$ cat src/hdl/ring_line_status_map.svh
// Register offsets, field positions, reset values and timing for ring/line status
`ifndef RING_LINE_STATUS_MAP_SVH
`define RING_LINE_STATUS_MAP_SVH

`define ADDR_OVERLOAD_CONTROL 8'h11
`define ADDR_RING_OUTPUT_SELECT 8'h12
`define ADDR_LINE_CONDITION 8'h13

`define BIT_STICKY_RX_OVERLOAD 1
`define BIT_OVERLOAD_PROTECT 3
`define BIT_RING_FULLWAVE 1
`define BIT_RING_SPARE 2
`define BIT_LIVE_RX_OVERLOAD 2
`define BIT_LINE_DROPOUT 1
`define BIT_OVERCURRENT 0

`define RESET_RING_OUTPUT_SELECT 8'h00
`define RESET_LINE_CONDITION 8'h00

`define CLK_HZ 50_000_000
`define RING_ONESHOT_MS 5000
`define RING_ONESHOT_CYCLES (`RING_ONESHOT_MS * (`CLK_HZ / 1000))

`endif

$ cat src/hdl/ring_line_status_pkg.sv
// Types shared by the ring detect and line status register bank
package ring_line_status_pkg;

	typedef logic [7:0] reg_byte_type;
	typedef logic [27:0] oneshot_count_type;

	typedef enum logic [1:0] {
		ONESHOT_IDLE,
		ONESHOT_RUN
	} oneshot_state_type;

	typedef struct packed {
		logic ring_fullwave_select;
		logic ring_spare;
		logic overload_protect_enable;
		logic sticky_receive_overload_flag;
		logic overload_interrupt_clear;
		oneshot_state_type oneshot_state;
		oneshot_count_type oneshot_count;
		logic threshold_prev;
		logic ring_detect_output;
		reg_byte_type rdata;
	} state_type;

endpackage : ring_line_status_pkg

$ cat src/hdl/ring_line_status.sv
// Ring detect output select and line condition status registers
`timescale 1ns/100ps
`include "ring_line_status_map.svh"

module ring_line_status #(
	parameter ring_line_status_pkg::oneshot_count_type ONESHOT_CYCLES =
		28'(`RING_ONESHOT_CYCLES)
) (
	input wire logic clk_i,
	input wire logic rst_n_i,
	input wire logic [7:0] reg_addr_i,
	input wire logic reg_wr_i,
	input wire logic reg_rd_i,
	input wire ring_line_status_pkg::reg_byte_type reg_wdata_i,
	input wire logic ring_validation_enable_i,
	input wire logic half_wave_detect_i,
	input wire logic full_wave_detect_i,
	input wire logic validated_envelope_i,
	input wire logic ring_threshold_i,
	input wire logic receive_overload_i,
	input wire logic offhook_counter_mask_i,
	input wire logic offhook_i,
	input wire logic line_side_enabled_i,
	input wire logic loop_current_i,
	input wire logic supply_collapsed_i,
	input wire logic overcurrent_detect_i,
	output logic ring_detect_output_o,
	output logic sticky_receive_overload_flag_o,
	output logic overload_interrupt_clear_o,
	output logic overload_protect_enable_o,
	output logic ring_fullwave_select_o,
	output ring_line_status_pkg::reg_byte_type reg_rdata_o
);
	import ring_line_status_pkg::*;

	state_type state;
	state_type next_state;

	function automatic logic addr_hit(input logic [7:0] a,
		input logic [7:0] want);
		addr_hit = (a == want);
	endfunction : addr_hit

	function automatic reg_byte_type set_bit(input int pos, input logic v);
		reg_byte_type b;
		b = 8'h00;
		b[pos] = v;
		set_bit = b;
	endfunction : set_bit

	// Only the off-hook counter may hide the live flag; the billing
	// tone enable is deliberately not an input
	function automatic logic live_overload_detect(input logic overload,
		input logic counter_mask);
		logic shown;
		shown = overload & ~counter_mask;
		live_overload_detect = shown;
	endfunction : live_overload_detect

	function automatic logic dropout_detect(input logic loop_flowing,
		input logic off_hook, input logic collapsed,
		input logic side_enabled);
		logic no_loop;
		logic supply_lost;
		logic idle_enabled;
		no_loop = ~loop_flowing;
		supply_lost = off_hook & collapsed;
		idle_enabled = ~off_hook & side_enabled;
		dropout_detect = no_loop | supply_lost | idle_enabled;
	endfunction : dropout_detect

	function automatic reg_byte_type ring_select_byte(input logic fullwave,
		input logic spare);
		reg_byte_type b;
		b = 8'h00;
		b = b | set_bit(`BIT_RING_FULLWAVE, fullwave);
		b = b | set_bit(`BIT_RING_SPARE, spare);
		ring_select_byte = b;
	endfunction : ring_select_byte

	function automatic reg_byte_type line_condition_byte(input logic live,
		input logic drop, input logic over);
		reg_byte_type b;
		b = 8'h00;
		b = b | set_bit(`BIT_LIVE_RX_OVERLOAD, live);
		b = b | set_bit(`BIT_LINE_DROPOUT, drop);
		b = b | set_bit(`BIT_OVERCURRENT, over);
		line_condition_byte = b;
	endfunction : line_condition_byte

	function automatic reg_byte_type overload_control_byte(
		input logic protect, input logic sticky);
		reg_byte_type b;
		b = 8'h00;
		b = b | set_bit(`BIT_OVERLOAD_PROTECT, protect);
		b = b | set_bit(`BIT_STICKY_RX_OVERLOAD, sticky);
		overload_control_byte = b;
	endfunction : overload_control_byte

	function automatic logic ring_pin_source(input logic validate,
		input logic fullwave, input logic half_wave, input logic full_wave,
		input logic envelope, input logic oneshot);
		logic pick;
		case ({validate, fullwave})
			2'h0: begin
				pick = half_wave;
			end
			2'h1: begin
				pick = full_wave;
			end
			2'h2: begin
				pick = envelope;
			end
			2'h3: begin
				pick = oneshot;
			end
			default: begin
				pick = 1'b0;
			end
		endcase
		ring_pin_source = pick;
	endfunction : ring_pin_source

	function automatic reg_byte_type read_byte(input logic [7:0] addr,
		input reg_byte_type ring_sel, input reg_byte_type line_cond,
		input reg_byte_type ovl_ctrl);
		reg_byte_type b;
		case (addr)
			`ADDR_RING_OUTPUT_SELECT: begin
				b = ring_sel;
			end
			`ADDR_LINE_CONDITION: begin
				b = line_cond;
			end
			`ADDR_OVERLOAD_CONTROL: begin
				b = ovl_ctrl;
			end
			default: begin
				b = 8'h00;
			end
		endcase
		read_byte = b;
	endfunction : read_byte

	// Not retriggerable: a crossing during a run is ignored
	function automatic oneshot_state_type oneshot_next_state(
		input oneshot_state_type now, input logic start,
		input logic expired);
		oneshot_state_type nxt;
		nxt = now;
		case (now)
			ONESHOT_IDLE: begin
				if (start) begin
					nxt = ONESHOT_RUN;
				end
			end
			ONESHOT_RUN: begin
				if (expired) begin
					nxt = ONESHOT_IDLE;
				end
			end
			default: begin
				nxt = ONESHOT_IDLE;
			end
		endcase
		oneshot_next_state = nxt;
	endfunction : oneshot_next_state

	function automatic oneshot_count_type oneshot_next_count(
		input oneshot_state_type now, input logic start,
		input oneshot_count_type count);
		oneshot_count_type nxt;
		nxt = count;
		if (now == ONESHOT_IDLE && start) begin
			nxt = ONESHOT_CYCLES - 28'd1;
		end else if (now == ONESHOT_RUN && count != '0) begin
			nxt = count - 28'd1;
		end
		oneshot_next_count = nxt;
	endfunction : oneshot_next_count

	// Set beats clear: an overload in the cycle of the clearing write
	// must not be lost
	function automatic logic sticky_next(input logic now,
		input logic overload, input logic clear_write);
		logic nxt;
		nxt = now;
		if (clear_write) begin
			nxt = 1'b0;
		end
		if (overload) begin
			nxt = 1'b1;
		end
		sticky_next = nxt;
	endfunction : sticky_next

	logic live_overload;
	logic dropout;
	logic overcurrent;
	logic threshold_rise;
	logic wr_overload;
	logic wr_ring;
	logic sticky_clear;
	logic oneshot_expired;
	reg_byte_type ring_byte;
	reg_byte_type line_byte;
	reg_byte_type overload_byte;

	always_comb begin
		live_overload = live_overload_detect(receive_overload_i,
			offhook_counter_mask_i);
		dropout = dropout_detect(loop_current_i, offhook_i,
			supply_collapsed_i, line_side_enabled_i);
		overcurrent = overcurrent_detect_i;
		threshold_rise = ring_threshold_i & ~state.threshold_prev;
		wr_overload = reg_wr_i & addr_hit(reg_addr_i, `ADDR_OVERLOAD_CONTROL);
		wr_ring = reg_wr_i & addr_hit(reg_addr_i, `ADDR_RING_OUTPUT_SELECT);
		sticky_clear = wr_overload
			& ~reg_wdata_i[`BIT_STICKY_RX_OVERLOAD];
		oneshot_expired = (state.oneshot_count == '0);
		ring_byte = ring_select_byte(state.ring_fullwave_select,
			state.ring_spare);
		line_byte = line_condition_byte(live_overload, dropout, overcurrent);
		overload_byte = overload_control_byte(
			state.overload_protect_enable,
			state.sticky_receive_overload_flag);
	end

	always_comb begin
		next_state = state;
		next_state.threshold_prev = ring_threshold_i;

		if (wr_ring) begin
			next_state.ring_fullwave_select = reg_wdata_i[`BIT_RING_FULLWAVE];
			next_state.ring_spare = reg_wdata_i[`BIT_RING_SPARE];
		end

		// Line condition register has no write path
		if (wr_overload) begin
			next_state.overload_protect_enable =
				reg_wdata_i[`BIT_OVERLOAD_PROTECT];
		end
		next_state.overload_interrupt_clear = sticky_clear;
		next_state.sticky_receive_overload_flag = sticky_next(
			state.sticky_receive_overload_flag, receive_overload_i,
			sticky_clear);

		next_state.oneshot_state = oneshot_next_state(state.oneshot_state,
			threshold_rise, oneshot_expired);
		next_state.oneshot_count = oneshot_next_count(state.oneshot_state,
			threshold_rise, state.oneshot_count);

		next_state.ring_detect_output = ring_pin_source(
			ring_validation_enable_i, state.ring_fullwave_select,
			half_wave_detect_i, full_wave_detect_i, validated_envelope_i,
			state.oneshot_state == ONESHOT_RUN);

		if (reg_rd_i) begin
			next_state.rdata = read_byte(reg_addr_i, ring_byte, line_byte,
				overload_byte);
		end
	end

	always_ff @(posedge clk_i or negedge rst_n_i) begin
		if (!rst_n_i) begin
			state <= '{
				ring_fullwave_select: 1'b0,
				ring_spare: 1'b0,
				overload_protect_enable: 1'b0,
				sticky_receive_overload_flag: 1'b0,
				oneshot_state: ONESHOT_IDLE,
				oneshot_count: 28'h000_0000,
				threshold_prev: 1'b0,
				ring_detect_output: 1'b0,
				rdata: `RESET_LINE_CONDITION,
				overload_interrupt_clear: 1'b0
			};
		end else begin
			state <= next_state;
		end
	end

	assign ring_detect_output_o = state.ring_detect_output;
	assign sticky_receive_overload_flag_o = state.sticky_receive_overload_flag;
	assign overload_interrupt_clear_o = state.overload_interrupt_clear;
	assign overload_protect_enable_o = state.overload_protect_enable;
	assign ring_fullwave_select_o = state.ring_fullwave_select;
	assign reg_rdata_o = state.rdata;

endmodule : ring_line_status

$ cat config.mk
export PLATFORM = sky130hd
export DESIGN_NAME = ring_line_status
export DESIGN_NICKNAME = d
export VERILOG_FILES = /design/src/hdl/ring_line_status_pkg.sv /design/src/hdl/ring_line_status.sv
export VERILOG_INCLUDE_DIRS = /design/src /design/src/hdl
export SDC_FILE = /design/constraint.sdc
export NUM_CORES = 1
export LEC_CHECK = 0
export BUFFER_PORTS_ARGS = -buffer_cell sky130_fd_sc_hd__buf_2
export CAP_MARGIN = 20
export CORE_UTILIZATION = 50
export CTS_BUF_LIST = sky130_fd_sc_hd__clkbuf_2 sky130_fd_sc_hd__clkbuf_4 sky130_fd_sc_hd__clkbuf_8
export CTS_CLUSTER_DIAMETER = 100
export DETAILED_ROUTE_END_ITERATION = 10
export PLACE_DENSITY = 0.76
export SYNTH_ARGS = -nofsm -noshare
export SYNTH_HDL_FRONTEND = slang
export SYNTH_SLANG_ARGS = --single-unit
$ cat constraint.sdc
create_clock -name clk_i -period 3.5 [get_ports clk_i]
set_input_delay 0.7 -clock clk_i [delete_from_list [all_inputs] [get_ports clk_i]]
set_output_delay 0.7 -clock clk_i [all_outputs]
set_load 0.01 [all_outputs]
# [Word-level counts from Yosys, hierarchy flattened]
# Cells that the tools add are included.
[word_totals] register_bits=45 word_cells=56
[op_classes] add_sub_neg=1 n_eq_ne=9 muxes=9 bitwise_logic=18 reduce_logical=9
[ops] cell="two-way mux 28 bit" n=2
[ops] cell="logical NOT 28 bit" n=1
[ops] cell="nonzero test 28 bit" n=1
[ops] cell="subtractor 28 x 1 -> 28 bit (second input constant)" n=1
[ops] cell="== test 8 x 5 -> 1 bit (second input constant)" n=3
[ops] cell="case mux 4 bit (3 select lines)" n=1
[ops] cell="AND 1 bit" n=7
[ops] cell="NOT 1 bit" n=5
[ops] cell="== test 2 x 1 -> 1 bit (second input constant)" n=2
[ops] cell="== test 2 bit (second input constant)" n=2
[ops] cell="logical NOT 2 bit" n=2
[ops] cell="two-way mux 2 bit" n=2
[ops] cell="!= test 2 bit (second input constant)" n=2
[ops] cell="OR 4 x 2 -> 4 bit" n=1
[ops] cell="case mux 1 bit (4 select lines)" n=1
[ops] cell="case mux 2 bit (2 select lines)" n=1
[ops] cell="nonzero test 2 bit" n=2
[ops] cell="OR 2 x 3 -> 3 bit" n=1
[ops] cell="OR 3 x 1 -> 3 bit" n=1
[ops] cell="OR 3 x 2 -> 3 bit" n=1
[ops] cell="logical AND 1 bit" n=2
[ops] cell="two-way mux 1 bit" n=2
[ops] cell="OR 1 bit" n=2
[ops] cell="AND reduction 2 bit" n=1

# [Longest topological paths before layout]
[logic_depth] word_depth=6 ltp_mapped=10 mapped_depth_nobuf=7

# [Worst setup path after synthesis]
# No wires, ideal clock.
[synth_path] path_type="reg-to-reg" start="register state[18] in the netlist's numbering" end="register state[37] in the netlist's numbering" arrival_time_ps=2254 required_time_ps=3431 slack_ps=1177 stages_incl_launch_ff=7 cell_sequence="dfrtp_1 or4_4 or2_1 buf_6 or4_4 or4_1 nand3_1"
[synth_between] elab_chain_len=3 word_cells_on_any_way=6 classes_between="add/sub (1); mux (2); reduce/logical (3)"
[synth_rtl] element="start, declared" line="ring_line_status.sv:36" source="state_type state;"
[synth_rtl] element="start signal, assigned" line="ring_line_status.sv:266" source="state <= '{"
[synth_rtl] element="start signal, assigned" line="ring_line_status.sv:279" source="state <= next_state;"
[synth_rtl] element="subtractor 28 x 1 -> 28 bit / nonzero test 28 bit (equally long branches)" line="ring_line_status.sv:177, ring_line_status.sv:176"
[synth_rtl] element="two-way mux 28 bit / logical AND 1 bit (equally long branches)" line="ring_line_status.sv:176" source="end else if (now == ONESHOT_RUN && count != '0) begin"
[synth_rtl] element="two-way mux 28 bit / nonzero test 2 bit (equally long branches)"
# Parallel ways exist; a longest one is shown, timed or not. The select of a mux whose other input is x is not followed.
# A chain may end at the register's enable or synchronous reset.

# [Worst setup path after layout]
[layout_path] start="register state[16] in the netlist's numbering" end="register state[32] in the netlist's numbering"
# The elaborated chain is that of the path after synthesis.

==> impl_results.md <==
* Status: finished clean
* FF-to-FF path depth at 5
* Metal2 WL at 2160 um
* # nets final at 285
* # setup viols final at 0
* Post-Syn Area at about 0.0022 sq mm
* Ports at 45
* Fin cells at roughly 300
* Vias/cell at around 6
* Largest net degree at the start of global routing at 41
* Slowest CP cell: or4_4
* Die area at between 0.004 and 0.005 sq mm
* Buf/Inv on CP at 0
* Skew final at 0.0118 ns
* RR Endpoint: state[32]
* Initial core utilization at 0.530
* TritonCTS clock tree: yes
* CTS Buf Count at 5
* DR WL/cell at roughly 15 um
* Routed WL at roughly 4400 um
* Most frequent cells in the layout: dfrtp_1 (40), buf_2 (35), nand2_1 (19)
* Synth Instances at between 200 and 250
* Crit path DAT at about 2.7 ns
* Fin worst setup slack at 0.984 ns
* Peak supply drop at around 260 uV
* Crit path time final at 2.52 ns
* Routability cong. at between 0.8 and 0.9
* DRC viols at 0
* Std cell rows at 23
* Synthesized flop and latch total at 40
* Unrepaired setup endpoints after global routing: false
* CP endpoint kind: register
* EDFF count, synth at 0
* Normalized max-slew margin at 0.419
* Synth cell types at between 40 and 50
* Reg2Reg Setup Slack at ~0.98 ns
* Top_reg_cell synth: dfrtp_1
* Post-place setup slack at 1.02 ns
* Post-CTS Hold Fix Bufs at 0
* Detail Placement HPWL at about 3200 um
* Compound-Gate Fraction of Synth Area at 0.0983
* Clock Latency Late Sink at slightly below 0.3 ns
* HP Class: register to register
* Cell area power density at just over 400 mW/mm^2
* Setup TNS at 0 ns
* Adder-cell share of the synthesized area at 0.0116
* Main combinational cell family by area after synthesis: simple AND/OR/NAND/NOR gates
* Number of global-route vias before repair at 1584
* Pins Over Slew Limit at 0
* Final Power at approximately 1 mW
* Post-DRT Antenna Nets at 0
* F_max at about 400 MHz
* First-pass GRT wire length at slightly above 7000 um
* Placed Cells incl. Taps at between 200 and 300
* Max stage delay on crit path at 0.55 ns
* Wire length on met1 at roughly 2000 um
* CP delay by family, top: simple AND/OR/NAND/NOR gates
* Area grow syn2layout at 12.6%
* P_leak at approximately 0.92 nW
* Worst-margin pin slew at ~0.87 ns
* Final hold vios at 0
* Port bufs at 35
* DR iter-0 viols at 63
* Gr ovfl total at 0
* Tot GR Track Use at 0.213
* Simple-Gate Fraction of Synth Area at 0.276
* CP endpoint: state[32]
* Crit path required time at about 3.7 ns
* Fin util at 0.597
* Post-cts resize count at 0
* Reg-to-reg startpoint: state[16]
* CTS Sinks at 40
* CP Depth at 5
* Via Count at approximately 1800
* Met3 WL at around 160 um
* N_diodes at 0
* Initial antenna violation count at 0
* CP Launch Type: register
* Htree depth at 2
* Share of layout cells above drive strength 1 at 0.218
* Die X at ~68 um
* CP Launch Point: state[16]
* Synth warn at 0
* Setup Crit Path Kind: register to register
* Maxcap violations at 0
* Post-synthesis mux area share at 0.0680
* Buffer count from post-CTS setup fixing at 0
* First-pass DRT Iterations at 4
* CTS root buf: clkbuf_8
* Cell mode on critical path: or4_1
* Syn_area_per_cell at about 9.7 sq um
* Commonest non-fill, non-tap cell in the layout: dfrtp_1
* Highest metal layer with signal wires: met4
* Core box area at 0.00406 sq mm
* Post-synthesis xor/xnor area fraction at 0.0203
* CTS Buffer Depth at 2
* CP Max Fanout at 14
* Tcrit/Tclk final at 0.719
* Post-synthesis sequential area ratio at 0.465
* Filler instances at 350
* Worst-path clk slew at 0.07 ns
* Post-synth ARST share at 1.00
* Die H at between 60 and 70 um
* Crit-path cells: or4_4, or4_1, a31o_1, or4_1, nand3_1
==> cells in the mapped netlist, types with 3 or more instances <==
cell type	n	area share
a211oi_1	3	0.010
a21oi_1	6	0.014
a31oi_1	3	0.0087
and4_1	3	0.012
buf_2	3	0.0070
buf_4	8	0.028
clkbuf_1	5	0.0087
dfrtp_1	40	0.47
inv_1	6	0.010
mux2_2	3	0.016
mux2i_1	9	0.042
nand2_1	19	0.033
nand3_1	10	0.023
nand4_1	4	0.012
nor2_1	18	0.031
nor3_1	7	0.016
nor4_1	6	0.017
nor4b_1	3	0.012
o21ai_0	6	0.014
o31ai_1	7	0.024
or3_1	7	0.020
or4_1	13	0.045
xnor2_1	4	0.016
==> state kept, by name, indices dropped and copies added, names as in the netlist <==
signal / flops
overload_protect_enable_o: 1
ring_fullwave_select_o: 1
sticky_receive_overload_flag_o: 1
state: 31
reg_rdata_o: 4
overload_interrupt_clear_o: 1
ring_detect_output_o: 1
==> area by class of cell <==
| cell class | count | area (sq um) | area share |
|---|---|---|---|
| multi-input cells | 161 | 1030 | 0.427 |
| flip-flops and latches | 40 | 1000 | 0.413 |
| repair buffers | 37 | 190 | 0.0785 |
| clock buffers | 6 | 76.3 | 0.0315 |
| well taps | 50 | 62.6 | 0.0258 |
| clock inverters | 2 | 35.0 | 0.0145 |
| inverters | 6 | 22.5 | 0.00930 |
==> metal layers <==
layer  track usage  vias up
met5             0        -
met4        0.0585        0
met3        0.0473        6
met2         0.332       36
met1         0.297      861
li1              -      873
==> metrics by stage <==
stage | hold WS (ns) | cell area (sq um)
detailed placement | 0.478 | 2310
global route | 0.518 | 2420
finish | 0.489 | 2420
floorplan | 0.404 | 2160
CTS | 0.491 | 2420
global placement | 0.472 | 2310
==> report_power, final <==
group	switching, mW	total (mW)	internal, mW
sequential	0.0392	0.534	0.495
clock	0.155	0.374	0.219
combinational	0.0434	0.0856	0.0421
==> cells by family (layout without fill, tap and decap cells) <==
| family | after synthesis | after routing |
|---|---|---|
| adder cells (fa/ha/maj) | 2 | 2 |
| multiplexers | 13 | 13 |
| XOR/XNOR | 5 | 5 |
| flip-flops | 40 | 40 |
| buffers and inverters | 23 | 51 |
| AO/OA/AOI/OAI | 32 | 32 |
| AND/OR/NAND/NOR | 105 | 105 |
| other | 1 | 4 |
==> worst min-delay path by stage <==
stage | start | endpoint | cells after the start
floorplan | rst_n_i | overload_interrupt_clear_o | 0
global placement | state[18] | state[18] | 1
detailed placement | state[18] | state[18] | 1
CTS | state[18] | state[18] | 1
global route | state[30] | state[30] | 1
finish | state[18] | state[18] | 1
==> worst reg2reg max path: cells and delay by family, from the launching register on <==
family | cells | cell delay (ns)
AO/OA/AOI/OAI | 1 | 0.35
flip-flops | 1 | 0.42
AND/OR/NAND/NOR | 4 | 1.68
Note: power is estimated with default switching activity, not from simulation.
